--- src/rtl/clsu_defines.vh ---
/*
 * Constants for the conditional-load and long-shift unit: opcodes,
 * field positions, step counts, shift kinds and the check mode value.
 * Assumes the decoder presents the whole 16-bit instruction word.
 */
`ifndef CLSU_DEFINES_VH
`define CLSU_DEFINES_VH

// full-word opcodes of the compare-and-set-A group
`define CLSU_OP_ACC_NEG      16'hC108
`define CLSU_OP_ACC_NONPOS   16'hC109
`define CLSU_OP_ACC_NONNEG   16'hC10C
`define CLSU_OP_ACC_POS      16'hC10D
`define CLSU_OP_FLT_NEG      16'hC248
`define CLSU_OP_FLT_NONZERO  16'hC24A
`define CLSU_OP_LONG_NEG     16'hC348
`define CLSU_OP_LONG_NONPOS  16'hC349
`define CLSU_OP_LONG_NONZERO 16'hC34A
`define CLSU_OP_LONG_ZERO    16'hC34B
`define CLSU_OP_LONG_NONNEG  16'hC34C
`define CLSU_OP_LONG_POS     16'hC34D
// privileged single-word opcodes
`define CLSU_OP_IO_TLB_LOAD  16'h0024
`define CLSU_OP_EXIT_MC      16'h0141

// long shift group: upper ten bits select, low six hold the count
`define CLSU_SH_SEL_HI       15
`define CLSU_SH_SEL_LO       6
`define CLSU_SH_LOGICAL      10'h108
`define CLSU_SH_ARITH        10'h109
`define CLSU_SH_ROTATE       10'h10A
`define CLSU_SH_CNT_HI       5
`define CLSU_SH_CNT_LO       0
`define CLSU_SH_FULL_COUNT   7'h40

// shift kinds handed to the step module
`define CLSU_KIND_LOGICAL    2'h0
`define CLSU_KIND_ROTATE     2'h1
`define CLSU_KIND_ARITH32    2'h2
`define CLSU_KIND_ARITH31    2'h3

// page table entry: fault flag is the top bit
`define CLSU_PTE_FAULT_BIT   15
// target page number field of L (word bits and segment ignored)
`define CLSU_L_PAGE_HI       15
`define CLSU_L_PAGE_LO       10

// machine check mode field reset / cleared value
`define CLSU_MC_MODE_OFF     2'h0

`endif

--- src/rtl/clsu_unit.v ---
/*
 * Conditional-load and long-shift execution unit: compare-and-set-A,
 * long left shift/rotate/arithmetic shift, I/O translation load and
 * leave-machine-check.
 * Assumes the decoder holds op_valid for one cycle only while busy is
 * low, and that the register file applies the *_we strobes.
 */
`default_nettype none
`include "clsu_defines.vh"

module clsu_unit #(
    parameter FLT_W  = 32,
    parameter IDX_W  = 6,
    parameter PTE_W  = 16
) (
    input  wire              clk,
    input  wire              sys_rst,
    input  wire              op_valid,
    input  wire [15:0]       op_word,
    input  wire              long_form,
    input  wire              priv_ring,
    input  wire              keys_bit8,
    input  wire [15:0]       a_in,
    input  wire [15:0]       b_in,
    input  wire [FLT_W-1:0]  float_in,
    input  wire [31:0]       operand_addr,
    input  wire              ptw_ack,
    input  wire [PTE_W-1:0]  ptw_entry,
    input  wire              mc_mode_wr,
    input  wire [1:0]        mc_mode_wdata,
    input  wire              mem_parity_err,
    input  wire              mc_flag_clr,
    input  wire [IDX_W-1:0]  tlb_rd_idx,
    output reg               busy_reg,
    output reg               done_reg,
    output reg  [15:0]       a_out_reg,
    output reg  [15:0]       b_out_reg,
    output reg               a_we_reg,
    output reg               b_we_reg,
    output reg               carry_out_reg,
    output reg               carry_we_reg,
    output reg               link_undef_reg,
    output reg               cc_eq_reg,
    output reg               cc_lt_reg,
    output reg               cc_we_reg,
    output reg               cc_undef_reg,
    output reg               int_fault_reg,
    output reg               page_fault_reg,
    output reg               restrict_fault_reg,
    output reg               inhibit_next_reg,
    output reg               ptw_req_reg,
    output reg  [31:0]       ptw_vaddr_reg,
    output reg  [1:0]        mc_mode_reg,
    output reg               mc_flag_reg,
    output reg               mc_check_reg,
    output wire [PTE_W-1:0]  tlb_rd_data_reg,
    output wire              tlb_rd_valid_reg
);

    localparam ST_IDLE  = 2'h0;
    localparam ST_SHIFT = 2'h1;
    localparam ST_WALK  = 2'h2;

    reg  [1:0]       state_reg;
    reg  [31:0]      pair_reg;
    reg  [6:0]       count_reg;
    reg  [1:0]       kind_reg;
    reg              ovf_reg;
    reg  [IDX_W-1:0] tgt_idx_reg;
    reg              par_s1_reg;
    reg              par_s2_reg;
    reg              par_s3_reg;
    reg              par_filt_reg;
    reg              par_filt_next;
    reg              tlb_wr;
    reg              cmp_hit;
    reg              cmp_res;
    reg  [31:0]      cmp_val;
    wire [31:0]      step_pair;
    wire             step_bit;
    wire             step_sign;
    wire [9:0]       sh_sel;
    wire [5:0]       sh_field;
    wire             is_shift;
    wire             par_rise;

    // signed test of a 32-bit value: sel 0 neg,1 nonpos,2 nonzero,3 zero,
    // 4 nonneg,5 pos
    function cmp_eval;
        input [31:0] v;
        input [2:0]  sel;
        reg          neg;
        reg          zero;
        begin
            neg  = v[31];
            zero = (v == 32'h0000_0000);
            case (sel)
                3'h0:    cmp_eval = neg;
                3'h1:    cmp_eval = neg | zero;
                3'h2:    cmp_eval = ~zero;
                3'h3:    cmp_eval = zero;
                3'h4:    cmp_eval = ~neg;
                3'h5:    cmp_eval = ~neg & ~zero;
                default: cmp_eval = 1'b0;
            endcase
        end
    endfunction

    assign sh_sel   = op_word[`CLSU_SH_SEL_HI:`CLSU_SH_SEL_LO];
    assign sh_field = op_word[`CLSU_SH_CNT_HI:`CLSU_SH_CNT_LO];
    assign is_shift = (sh_sel == `CLSU_SH_LOGICAL) |
                      (sh_sel == `CLSU_SH_ARITH) |
                      (sh_sel == `CLSU_SH_ROTATE);

    // compare decode; A is widened by sign so one function serves all
    always @* begin
        cmp_hit = 1'b1;
        cmp_res = 1'b0;
        cmp_val = {{16{a_in[15]}}, a_in};
        case (op_word)
            `CLSU_OP_ACC_NEG:      cmp_res = cmp_eval(cmp_val, 3'h0);
            `CLSU_OP_ACC_NONPOS:   cmp_res = cmp_eval(cmp_val, 3'h1);
            `CLSU_OP_ACC_NONNEG:   cmp_res = cmp_eval(cmp_val, 3'h4);
            `CLSU_OP_ACC_POS:      cmp_res = cmp_eval(cmp_val, 3'h5);
            `CLSU_OP_FLT_NEG: begin
                cmp_val = {float_in[FLT_W-1], 31'h0000_0000};
                cmp_res = cmp_eval(cmp_val, 3'h0);
            end
            `CLSU_OP_FLT_NONZERO: begin
                cmp_val = {31'h0000_0000, |float_in};
                cmp_res = cmp_eval(cmp_val, 3'h2);
            end
            `CLSU_OP_LONG_NEG: begin
                cmp_val = {a_in, b_in};
                cmp_res = cmp_eval(cmp_val, 3'h0);
            end
            `CLSU_OP_LONG_NONPOS: begin
                cmp_val = {a_in, b_in};
                cmp_res = cmp_eval(cmp_val, 3'h1);
            end
            `CLSU_OP_LONG_NONZERO: begin
                cmp_val = {a_in, b_in};
                cmp_res = cmp_eval(cmp_val, 3'h2);
            end
            `CLSU_OP_LONG_ZERO: begin
                cmp_val = {a_in, b_in};
                cmp_res = cmp_eval(cmp_val, 3'h3);
            end
            `CLSU_OP_LONG_NONNEG: begin
                cmp_val = {a_in, b_in};
                cmp_res = cmp_eval(cmp_val, 3'h4);
            end
            `CLSU_OP_LONG_POS: begin
                cmp_val = {a_in, b_in};
                cmp_res = cmp_eval(cmp_val, 3'h5);
            end
            default:               cmp_hit = 1'b0;
        endcase
    end

    clsu_shift_step u_step (
        .pair_in     (pair_reg),
        .kind        (kind_reg),
        .pair_out    (step_pair),
        .bit_out     (step_bit),
        .sign_change (step_sign)
    );

    clsu_io_tlb #(
        .IDX_W  (IDX_W),
        .DATA_W (PTE_W)
    ) u_tlb (
        .clk          (clk),
        .sys_rst      (sys_rst),
        .wr_en        (tlb_wr),
        .wr_idx       (tgt_idx_reg),
        .wr_data      (ptw_entry),
        .rd_idx       (tlb_rd_idx),
        .rd_data_reg  (tlb_rd_data_reg),
        .rd_valid_reg (tlb_rd_valid_reg)
    );

    // translation entry written only on a clean walk answer
    always @* begin
        tlb_wr = (state_reg == ST_WALK) & ptw_ack &
                 ~ptw_entry[`CLSU_PTE_FAULT_BIT];
    end

    // main sequencer; strobes are one-cycle pulses, cleared by default
    always @(posedge clk) begin
        if (sys_rst) begin
            state_reg          <= ST_IDLE;
            pair_reg           <= 32'h0000_0000;
            count_reg          <= 7'h00;
            kind_reg           <= `CLSU_KIND_LOGICAL;
            ovf_reg            <= 1'b0;
            tgt_idx_reg        <= {IDX_W{1'b0}};
            busy_reg           <= 1'b0;
            done_reg           <= 1'b0;
            a_out_reg          <= 16'h0000;
            b_out_reg          <= 16'h0000;
            a_we_reg           <= 1'b0;
            b_we_reg           <= 1'b0;
            carry_out_reg      <= 1'b0;
            carry_we_reg       <= 1'b0;
            link_undef_reg     <= 1'b0;
            cc_eq_reg          <= 1'b0;
            cc_lt_reg          <= 1'b0;
            cc_we_reg          <= 1'b0;
            cc_undef_reg       <= 1'b0;
            int_fault_reg      <= 1'b0;
            page_fault_reg     <= 1'b0;
            restrict_fault_reg <= 1'b0;
            inhibit_next_reg   <= 1'b0;
            ptw_req_reg        <= 1'b0;
            ptw_vaddr_reg      <= 32'h0000_0000;
        end else begin
            done_reg           <= 1'b0;
            a_we_reg           <= 1'b0;
            b_we_reg           <= 1'b0;
            carry_we_reg       <= 1'b0;
            link_undef_reg     <= 1'b0;
            cc_we_reg          <= 1'b0;
            cc_undef_reg       <= 1'b0;
            int_fault_reg      <= 1'b0;
            page_fault_reg     <= 1'b0;
            restrict_fault_reg <= 1'b0;
            inhibit_next_reg   <= 1'b0;
            case (state_reg)
                ST_IDLE: begin
                    if (op_valid && cmp_hit) begin
                        // carry and link strobes stay low here
                        a_out_reg <= {15'h0000, cmp_res};
                        a_we_reg  <= 1'b1;
                        cc_eq_reg <= (cmp_val == 32'h0000_0000);
                        cc_lt_reg <= cmp_val[31];
                        cc_we_reg <= 1'b1;
                        done_reg  <= 1'b1;
                    end else if (op_valid && is_shift) begin
                        pair_reg  <= {a_in, b_in};
                        // negated field; zero wraps to the full count
                        count_reg <= (sh_field == 6'h00) ?
                                     `CLSU_SH_FULL_COUNT :
                                     {1'b0, 6'h00 - sh_field};
                        ovf_reg   <= 1'b0;
                        busy_reg  <= 1'b1;
                        state_reg <= ST_SHIFT;
                        if (sh_sel == `CLSU_SH_ROTATE) begin
                            kind_reg <= `CLSU_KIND_ROTATE;
                        end else if (sh_sel == `CLSU_SH_LOGICAL) begin
                            kind_reg <= `CLSU_KIND_LOGICAL;
                        end else if (long_form) begin
                            kind_reg <= `CLSU_KIND_ARITH32;
                        end else begin
                            kind_reg <= `CLSU_KIND_ARITH31;
                        end
                    end else if (op_valid &&
                                 (op_word == `CLSU_OP_IO_TLB_LOAD ||
                                  op_word == `CLSU_OP_EXIT_MC) &&
                                 !priv_ring) begin
                        restrict_fault_reg <= 1'b1;
                        done_reg           <= 1'b1;
                    end else if (op_valid &&
                                 op_word == `CLSU_OP_IO_TLB_LOAD) begin
                        // segment and word bits of L are dropped
                        tgt_idx_reg   <= b_in[`CLSU_L_PAGE_HI:
                                              `CLSU_L_PAGE_LO];
                        ptw_vaddr_reg <= {16'h0000, operand_addr[15:0]};
                        ptw_req_reg   <= 1'b1;
                        busy_reg      <= 1'b1;
                        state_reg     <= ST_WALK;
                    end else if (op_valid &&
                                 op_word == `CLSU_OP_EXIT_MC) begin
                        inhibit_next_reg <= 1'b1;
                        done_reg         <= 1'b1;
                    end
                end
                ST_SHIFT: begin
                    pair_reg  <= step_pair;
                    count_reg <= count_reg - 7'h01;
                    carry_out_reg <= step_bit;
                    if (kind_reg[1] && step_sign) begin
                        ovf_reg <= 1'b1;
                    end
                    if (count_reg == 7'h01) begin
                        a_out_reg      <= step_pair[31:16];
                        b_out_reg      <= step_pair[15:0];
                        a_we_reg       <= 1'b1;
                        b_we_reg       <= 1'b1;
                        carry_we_reg   <= 1'b1;
                        link_undef_reg <= 1'b1;
                        busy_reg       <= 1'b0;
                        done_reg       <= 1'b1;
                        state_reg      <= ST_IDLE;
                        if (kind_reg[1]) begin
                            // carry is the overflow flag here
                            carry_out_reg <= ovf_reg | step_sign;
                            cc_undef_reg  <= 1'b1;
                            int_fault_reg <= (ovf_reg | step_sign) &
                                             keys_bit8;
                        end
                    end
                end
                ST_WALK: begin
                    if (ptw_ack) begin
                        ptw_req_reg    <= 1'b0;
                        page_fault_reg <=
                            ptw_entry[`CLSU_PTE_FAULT_BIT];
                        link_undef_reg <= 1'b1;
                        cc_undef_reg   <= 1'b1;
                        busy_reg       <= 1'b0;
                        done_reg       <= 1'b1;
                        state_reg      <= ST_IDLE;
                    end
                end
                default: begin
                    state_reg <= ST_IDLE;
                    busy_reg  <= 1'b0;
                end
            endcase
        end
    end

    // parity pin: three stages; a change counts once stages 2 and 3 agree
    always @* begin
        par_filt_next = (par_s2_reg == par_s3_reg) ? par_s3_reg
                                                   : par_filt_reg;
    end
    assign par_rise = par_filt_next & ~par_filt_reg;

    always @(posedge clk) begin
        if (sys_rst) begin
            par_s1_reg   <= 1'b0;
            par_s2_reg   <= 1'b0;
            par_s3_reg   <= 1'b0;
            par_filt_reg <= 1'b0;
        end else begin
            par_s1_reg   <= mem_parity_err;
            par_s2_reg   <= par_s1_reg;
            par_s3_reg   <= par_s2_reg;
            par_filt_reg <= par_filt_next;
        end
    end

    // check mode, flag and check pulse; a new error beats a clear
    always @(posedge clk) begin
        if (sys_rst) begin
            mc_mode_reg  <= `CLSU_MC_MODE_OFF;
            mc_flag_reg  <= 1'b0;
            mc_check_reg <= 1'b0;
        end else begin
            if (state_reg == ST_IDLE && op_valid && priv_ring &&
                op_word == `CLSU_OP_EXIT_MC) begin
                mc_mode_reg <= `CLSU_MC_MODE_OFF;
            end else if (mc_mode_wr) begin
                mc_mode_reg <= mc_mode_wdata;
            end
            if (par_rise) begin
                mc_flag_reg <= 1'b1;
            end else if (mc_flag_clr) begin
                mc_flag_reg <= 1'b0;
            end
            // with mode off the error never raises a
            mc_check_reg <= par_rise &&
                            (mc_mode_reg != `CLSU_MC_MODE_OFF);
        end
    end

endmodule // clsu_unit

`default_nettype wire

--- src/rtl/clsu_shift_step.v ---
/*
 * One step of the double-register left shift/rotate engine.
 * Purely combinational; the caller registers the result each cycle.
 * Assumes A sits in bits 31:16 and B in bits 15:0 of the pair.
 */
`default_nettype none
`include "clsu_defines.vh"

module clsu_shift_step (
    input  wire [31:0] pair_in,
    input  wire [1:0]  kind,
    output reg  [31:0] pair_out,
    output reg         bit_out,
    output reg         sign_change
);

    // the 31-bit form keeps B bit 1 (index 15) out of the shift
    always @* begin
        pair_out    = {pair_in[30:0], 1'b0};
        bit_out     = pair_in[31];
        sign_change = pair_in[31] ^ pair_in[30];
        case (kind)
            `CLSU_KIND_ROTATE: begin
                pair_out = {pair_in[30:0], pair_in[31]};
            end
            `CLSU_KIND_ARITH31: begin
                pair_out = {pair_in[30:16], pair_in[14], pair_in[15],
                            pair_in[13:0], 1'b0};
            end
            default: begin
                pair_out = {pair_in[30:0], 1'b0};
            end
        endcase
    end

endmodule // clsu_shift_step

`default_nettype wire

--- src/rtl/clsu_io_tlb.v ---
/*
 * I/O translation buffer storage: flip-flop array, one write port
 * and one registered read port.
 * Assumes writes come only from the unit's translation-load sequence.
 */
`default_nettype none

module clsu_io_tlb #(
    parameter IDX_W  = 6,
    parameter DATA_W = 16
) (
    input  wire              clk,
    input  wire              sys_rst,
    input  wire              wr_en,
    input  wire [IDX_W-1:0]  wr_idx,
    input  wire [DATA_W-1:0] wr_data,
    input  wire [IDX_W-1:0]  rd_idx,
    output reg  [DATA_W-1:0] rd_data_reg,
    output reg               rd_valid_reg
);

    localparam DEPTH = 1 << IDX_W;

    reg [DATA_W-1:0] entry_reg [0:DEPTH-1];
    reg [DEPTH-1:0]  valid_reg;

    // storage and valid bits; reset clears only the valid bits
    always @(posedge clk) begin
        if (wr_en) begin
            entry_reg[wr_idx] <= wr_data;
        end
        if (sys_rst) begin
            valid_reg <= {DEPTH{1'b0}};
        end else if (wr_en) begin
            valid_reg[wr_idx] <= 1'b1;
        end
    end

    // registered read keeps the output straight from a flip-flop
    always @(posedge clk) begin
        if (sys_rst) begin
            rd_data_reg  <= {DATA_W{1'b0}};
            rd_valid_reg <= 1'b0;
        end else begin
            rd_data_reg  <= entry_reg[rd_idx];
            rd_valid_reg <= valid_reg[rd_idx];
        end
    end

endmodule // clsu_io_tlb

`default_nettype wire

--- config.mk ---
export PLATFORM = sky130hd
export DESIGN_NAME = clsu_unit
export DESIGN_NICKNAME = d
export VERILOG_FILES = /design/src/rtl/clsu_unit.v /design/src/rtl/clsu_shift_step.v /design/src/rtl/clsu_io_tlb.v
export VERILOG_INCLUDE_DIRS = /design/src /design/src/rtl
export SDC_FILE = /design/constraint.sdc
export NUM_CORES = 1
export LEC_CHECK = 0
export ABC_CLOCK_PERIOD_IN_PS = 2300
export BUFFER_PORTS_ARGS = -buffer_cell sky130_fd_sc_hd__buf_2
export CORE_MARGIN = 3
export CORE_UTILIZATION = 45
export DETAILED_ROUTE_END_ITERATION = 10
export SLEW_MARGIN = 20
export SYNTH_ARGS = -nofsm -noshare
export SYNTH_HDL_FRONTEND = slang
export SYNTH_SLANG_ARGS = --single-unit
--- constraint.sdc ---
create_clock -name clk -period 2.3 [get_ports clk]
set_input_delay 0.345 -clock clk [delete_from_list [all_inputs] [get_ports clk]]
set_output_delay 0.345 -clock clk [all_outputs]
set_load 0.1 [all_outputs]
==> impl_metrics.py <==
metrics = {
    "floorplan": {
        "coreArea_um2": 104000,
        "initial_core_util_pct": 45.6,
        "die_w_um": 331,
        "rows": 118,
        "die-area_um2": 110000,
        "die-height_um": 331,
        "io-pin-count": 247,
    },
    "worst_hold_path": {
        "min_from": "ptw_entry[6]",
        "hp-class": "input port to register",
    },
    "timing": {
        "slew_headroom_pct": 47.9,
        "final_hold_viol_count": 0,
        "worst_pin_slew_ps": 781,
        "min_period_ps": 2170,
        "finalSetupViolations": 0,
        "fmax_ghz": 0.460,
        "period_share_pct": 94.4,
        "skew_ps": 24.0,
        "slew_viol_final": 0,
        "tns_ps": 0,
    },
    "clock_network": {
        "clockBufferDepth": 3,
        "clock_latency_ps": 720,
        "post-cts-setup-buffers": 0,
        "clock-root-buffer": "clkbuf_16",
        "clock_sinks": 1226,
        "clk_pin_slew_ps": 60,
        "cts-buffers-inserted": 130,
        "cts_tree": "done",
        "h-tree-depth": 4,
    },
    "synthesis": {
        "ys_ff_latch": 1226,
        "netlist_instances": 2462,
        "synth_top_area_share_pct": 64.7,
        "synthMostInstantiatedCell": "edfxtp_1",
        "yosysUniqueCellTypes": 61,
        "synth_commonest_cells": "edfxtp_1 (1024), mux4_2 (340), nor2_1 (268)",
        "ys_top_cells_by_area": "edfxtp_1 (65%), mux4_2 (16%), dfxtp_1 (8.5%), nor2_1 (2.1%), mux2i_1 (2.0%)",
        "ys.warnings.count": 0,
        "synth_edf_count": 1024,
        "ys.flop_type": "edfxtp_1",
        "avgSynthCellArea_um2": 19.3,
        "yosysTopAreaCell": "edfxtp_1",
        "ys_seq_area_share_pct": 73.2,
        "synthArstFlopShare_pct": 0,
        "netlist_area_um2": 47600,
    },
    "setup_path": {
        "cpMaxStageDelayCell": "dlygate4sd3_1",
        "worstSetupPathType": "input port to register",
        "startpoint": "b_in[3]",
        "worstPathCellList": "dlygate4sd3_1, buf_2, nor4_1, buf_4, nand4_1, or4_1, and3_1, o211ai_1, a21o_1",
        "worst_setup_path_start_kind": "input port",
        "crit_arrival_ps": 2830,
        "cp.required_ps": 2960,
        "critPathCaptureType": "register",
        "r2r_setup_slack_ps": 180,
        "r2r_start": "state_reg[0]",
        "path_max_fanout": 2,
        "critical_path.max_stage_delay_ps": 550,
    },
    "placement": {
        "postPlaceCellArea_um2": 52800,
        "port_buffers": 214,
        "hpwlAfterDp_um": 73600,
        "gp_congestion": 0.902,
    },
    "power_and_ir_drop": {
        "p_int_uw": 36600,
        "seq_power_share_pct": 51.6,
        "clkPwrFrac_pct": 42.7,
        "p_switching_uw": 10100,
        "p_sw_share_pct": 21.6,
        "powerDensity_nw_per_um2": 812,
        "p_total_uw": 46700,
        "p_comb_share_pct": 5.7,
        "vdd_drop_max_mv": 0.530,
        "p_leak_uw": 0.0192,
    },
    "layout": {
        "largest_reg_flops": 1024,
        "fin_nets": 3125,
        "fillers": 7986,
        "fin_area_um2": 57600,
        "multi_input_area_um2": 12300,
        "drive_gt1_share_pct": 35.2,
        "seq_area_um2": 34800,
        "post-route-util_pct": 55.2,
        "syn2layout_area_growth_pct": 21.0,
    },
    "global_route": {
        "antenna_found_initial": 3,
        "grt_remaining_overflow": 0,
        "grt_pass1_vias": 26300,
        "grt_start_max_net_pins": 80,
        "grt_pass1_wl_um": 176000,
        "grt.total_usage_pct": 22.2,
    },
    "flow_run": {
        "maxCapViolCount": 0,
    },
    "routing": {
        "routed_wl_um": 120000,
        "first_pass_iters": 7,
        "wl_per_cell_um": 27.0,
        "viasPerCell": 5.75,
        "drc": 0,
        "antenna_left": 0,
        "drt_iter0_drc": 2595,
        "dr_total_vias": 25600,
    },
    "status": {
        "status": "complete, no violations",
    },
}
[logic make-up (layout without fill, tap and decap cells)]
logic type / count (synthesis) / after routing / synth area share (%)
AND/OR/NAND/NOR: 454 / 454 / 4.32
AO/OA/AOI/OAI: 161 / 161 / 2.47
XOR/XNOR: 6 / 6 / 0.111
multiplexers: 434 / 434 / 18.1
flip-flops: 1226 / 1226 / 73.2
other: 1 / 17 / 0.00789
adder cells (fa/ha/maj): 10 / 10 / 0.263
buffers and inverters: 170 / 765 / 1.58
[per-stage QoR]
| stage | cells | hold slack, ps | setup slack (ps) |
|---|---|---|---|
| 5_1_grt | 4452 | 49.8 | -4.18 |
| 3_3_place_gp | 4159 | 426 | -379 |
| 4_1_cts | 4452 | 16.6 | 21.5 |
| 3_5_place_dp | 4159 | 445 | -370 |
| 2_1_floorplan | 2477 | 414 | -174 |
| 6_report | 4453 | 62.3 | 128 |
[layout by cell type (no fill, tap or decap), types with 12 or more instances in the layout]
cell type      instances
a211oi_1              20
a21o_1                19
a21oi_1               30
a311oi_1              16
buf_12                87
buf_2                209
buf_4                162
clkbuf_1              34
clkbuf_16            134
clkbuf_8              12
clkinv_1              16
clkinv_2              20
conb_1                16
dfxtp_1              202
dlygate4sd3_1         58
edfxtp_1            1024
mux2i_1               94
mux4_2               340
nand2_1               46
nand2b_1              21
nand3_1               29
nor2_1               209
nor2_2                59
nor3_1                12
nor4_1                22
o21ai_0               14
o21ba_2               14
o22ai_1               17
[final cells by class]
class | count | share of cell area (%)
Sequential cell | 1226 | 60.5
Multi-Input combinational cell | 1081 | 21.3
Clock buffer | 180 | 6.33
Timing Repair Buffer | 521 | 8.08
Tap cell | 1380 | 3.00
Inverter | 9 | 0.0674
Clock inverter | 55 | 0.776
Antenna cell | 1 | 0.00435
[repair_timing]
action                                 4_1_cts  5_1_grt
endpoints found under the hold margin       83        0
hold buffers                                58        0
pin swaps                                    0        0
setup endpoints to repair                    2      482
gates cloned                                 0        0
gates resized for setup                      1        7
[worst paths after layout]
path / end / cells past startpoint
max reg2reg: u_tlb.entry_reg[39][7] / 9
max: a_out_reg[0] / 9
min reg2reg: cc_eq_reg / 2
min: u_tlb.entry_reg[20][6] / 1
[power groups by stage]
stage               Clock [uW]  Sequential (uW)  Combinational, uW
floorplan                    0            24800               1270
global placement             0            24600               2580
detailed placement           0            24600               2630
CTS                      20400            24100               2700
global route             21200            24100               2840
finish                   20000            24100               2670
[critical path: cells and delay by family]
kind	cells	cell delay, ps
and+or+nand+nor	4	1280
AOI/OAI and AO/OA	2	310
buffers and inverters	3	880
[routing by layer]
metal	up-vias	share of wire (%)	global-route usage (%)
li1	11000	-	-
met1	13400	41	31.1
met2	1001	50	36.5
met3	167	7.1	3.71
met4	0	2.0	5.73
met5	-	0	0
Note: power is estimated with default switching activity, not from simulation.
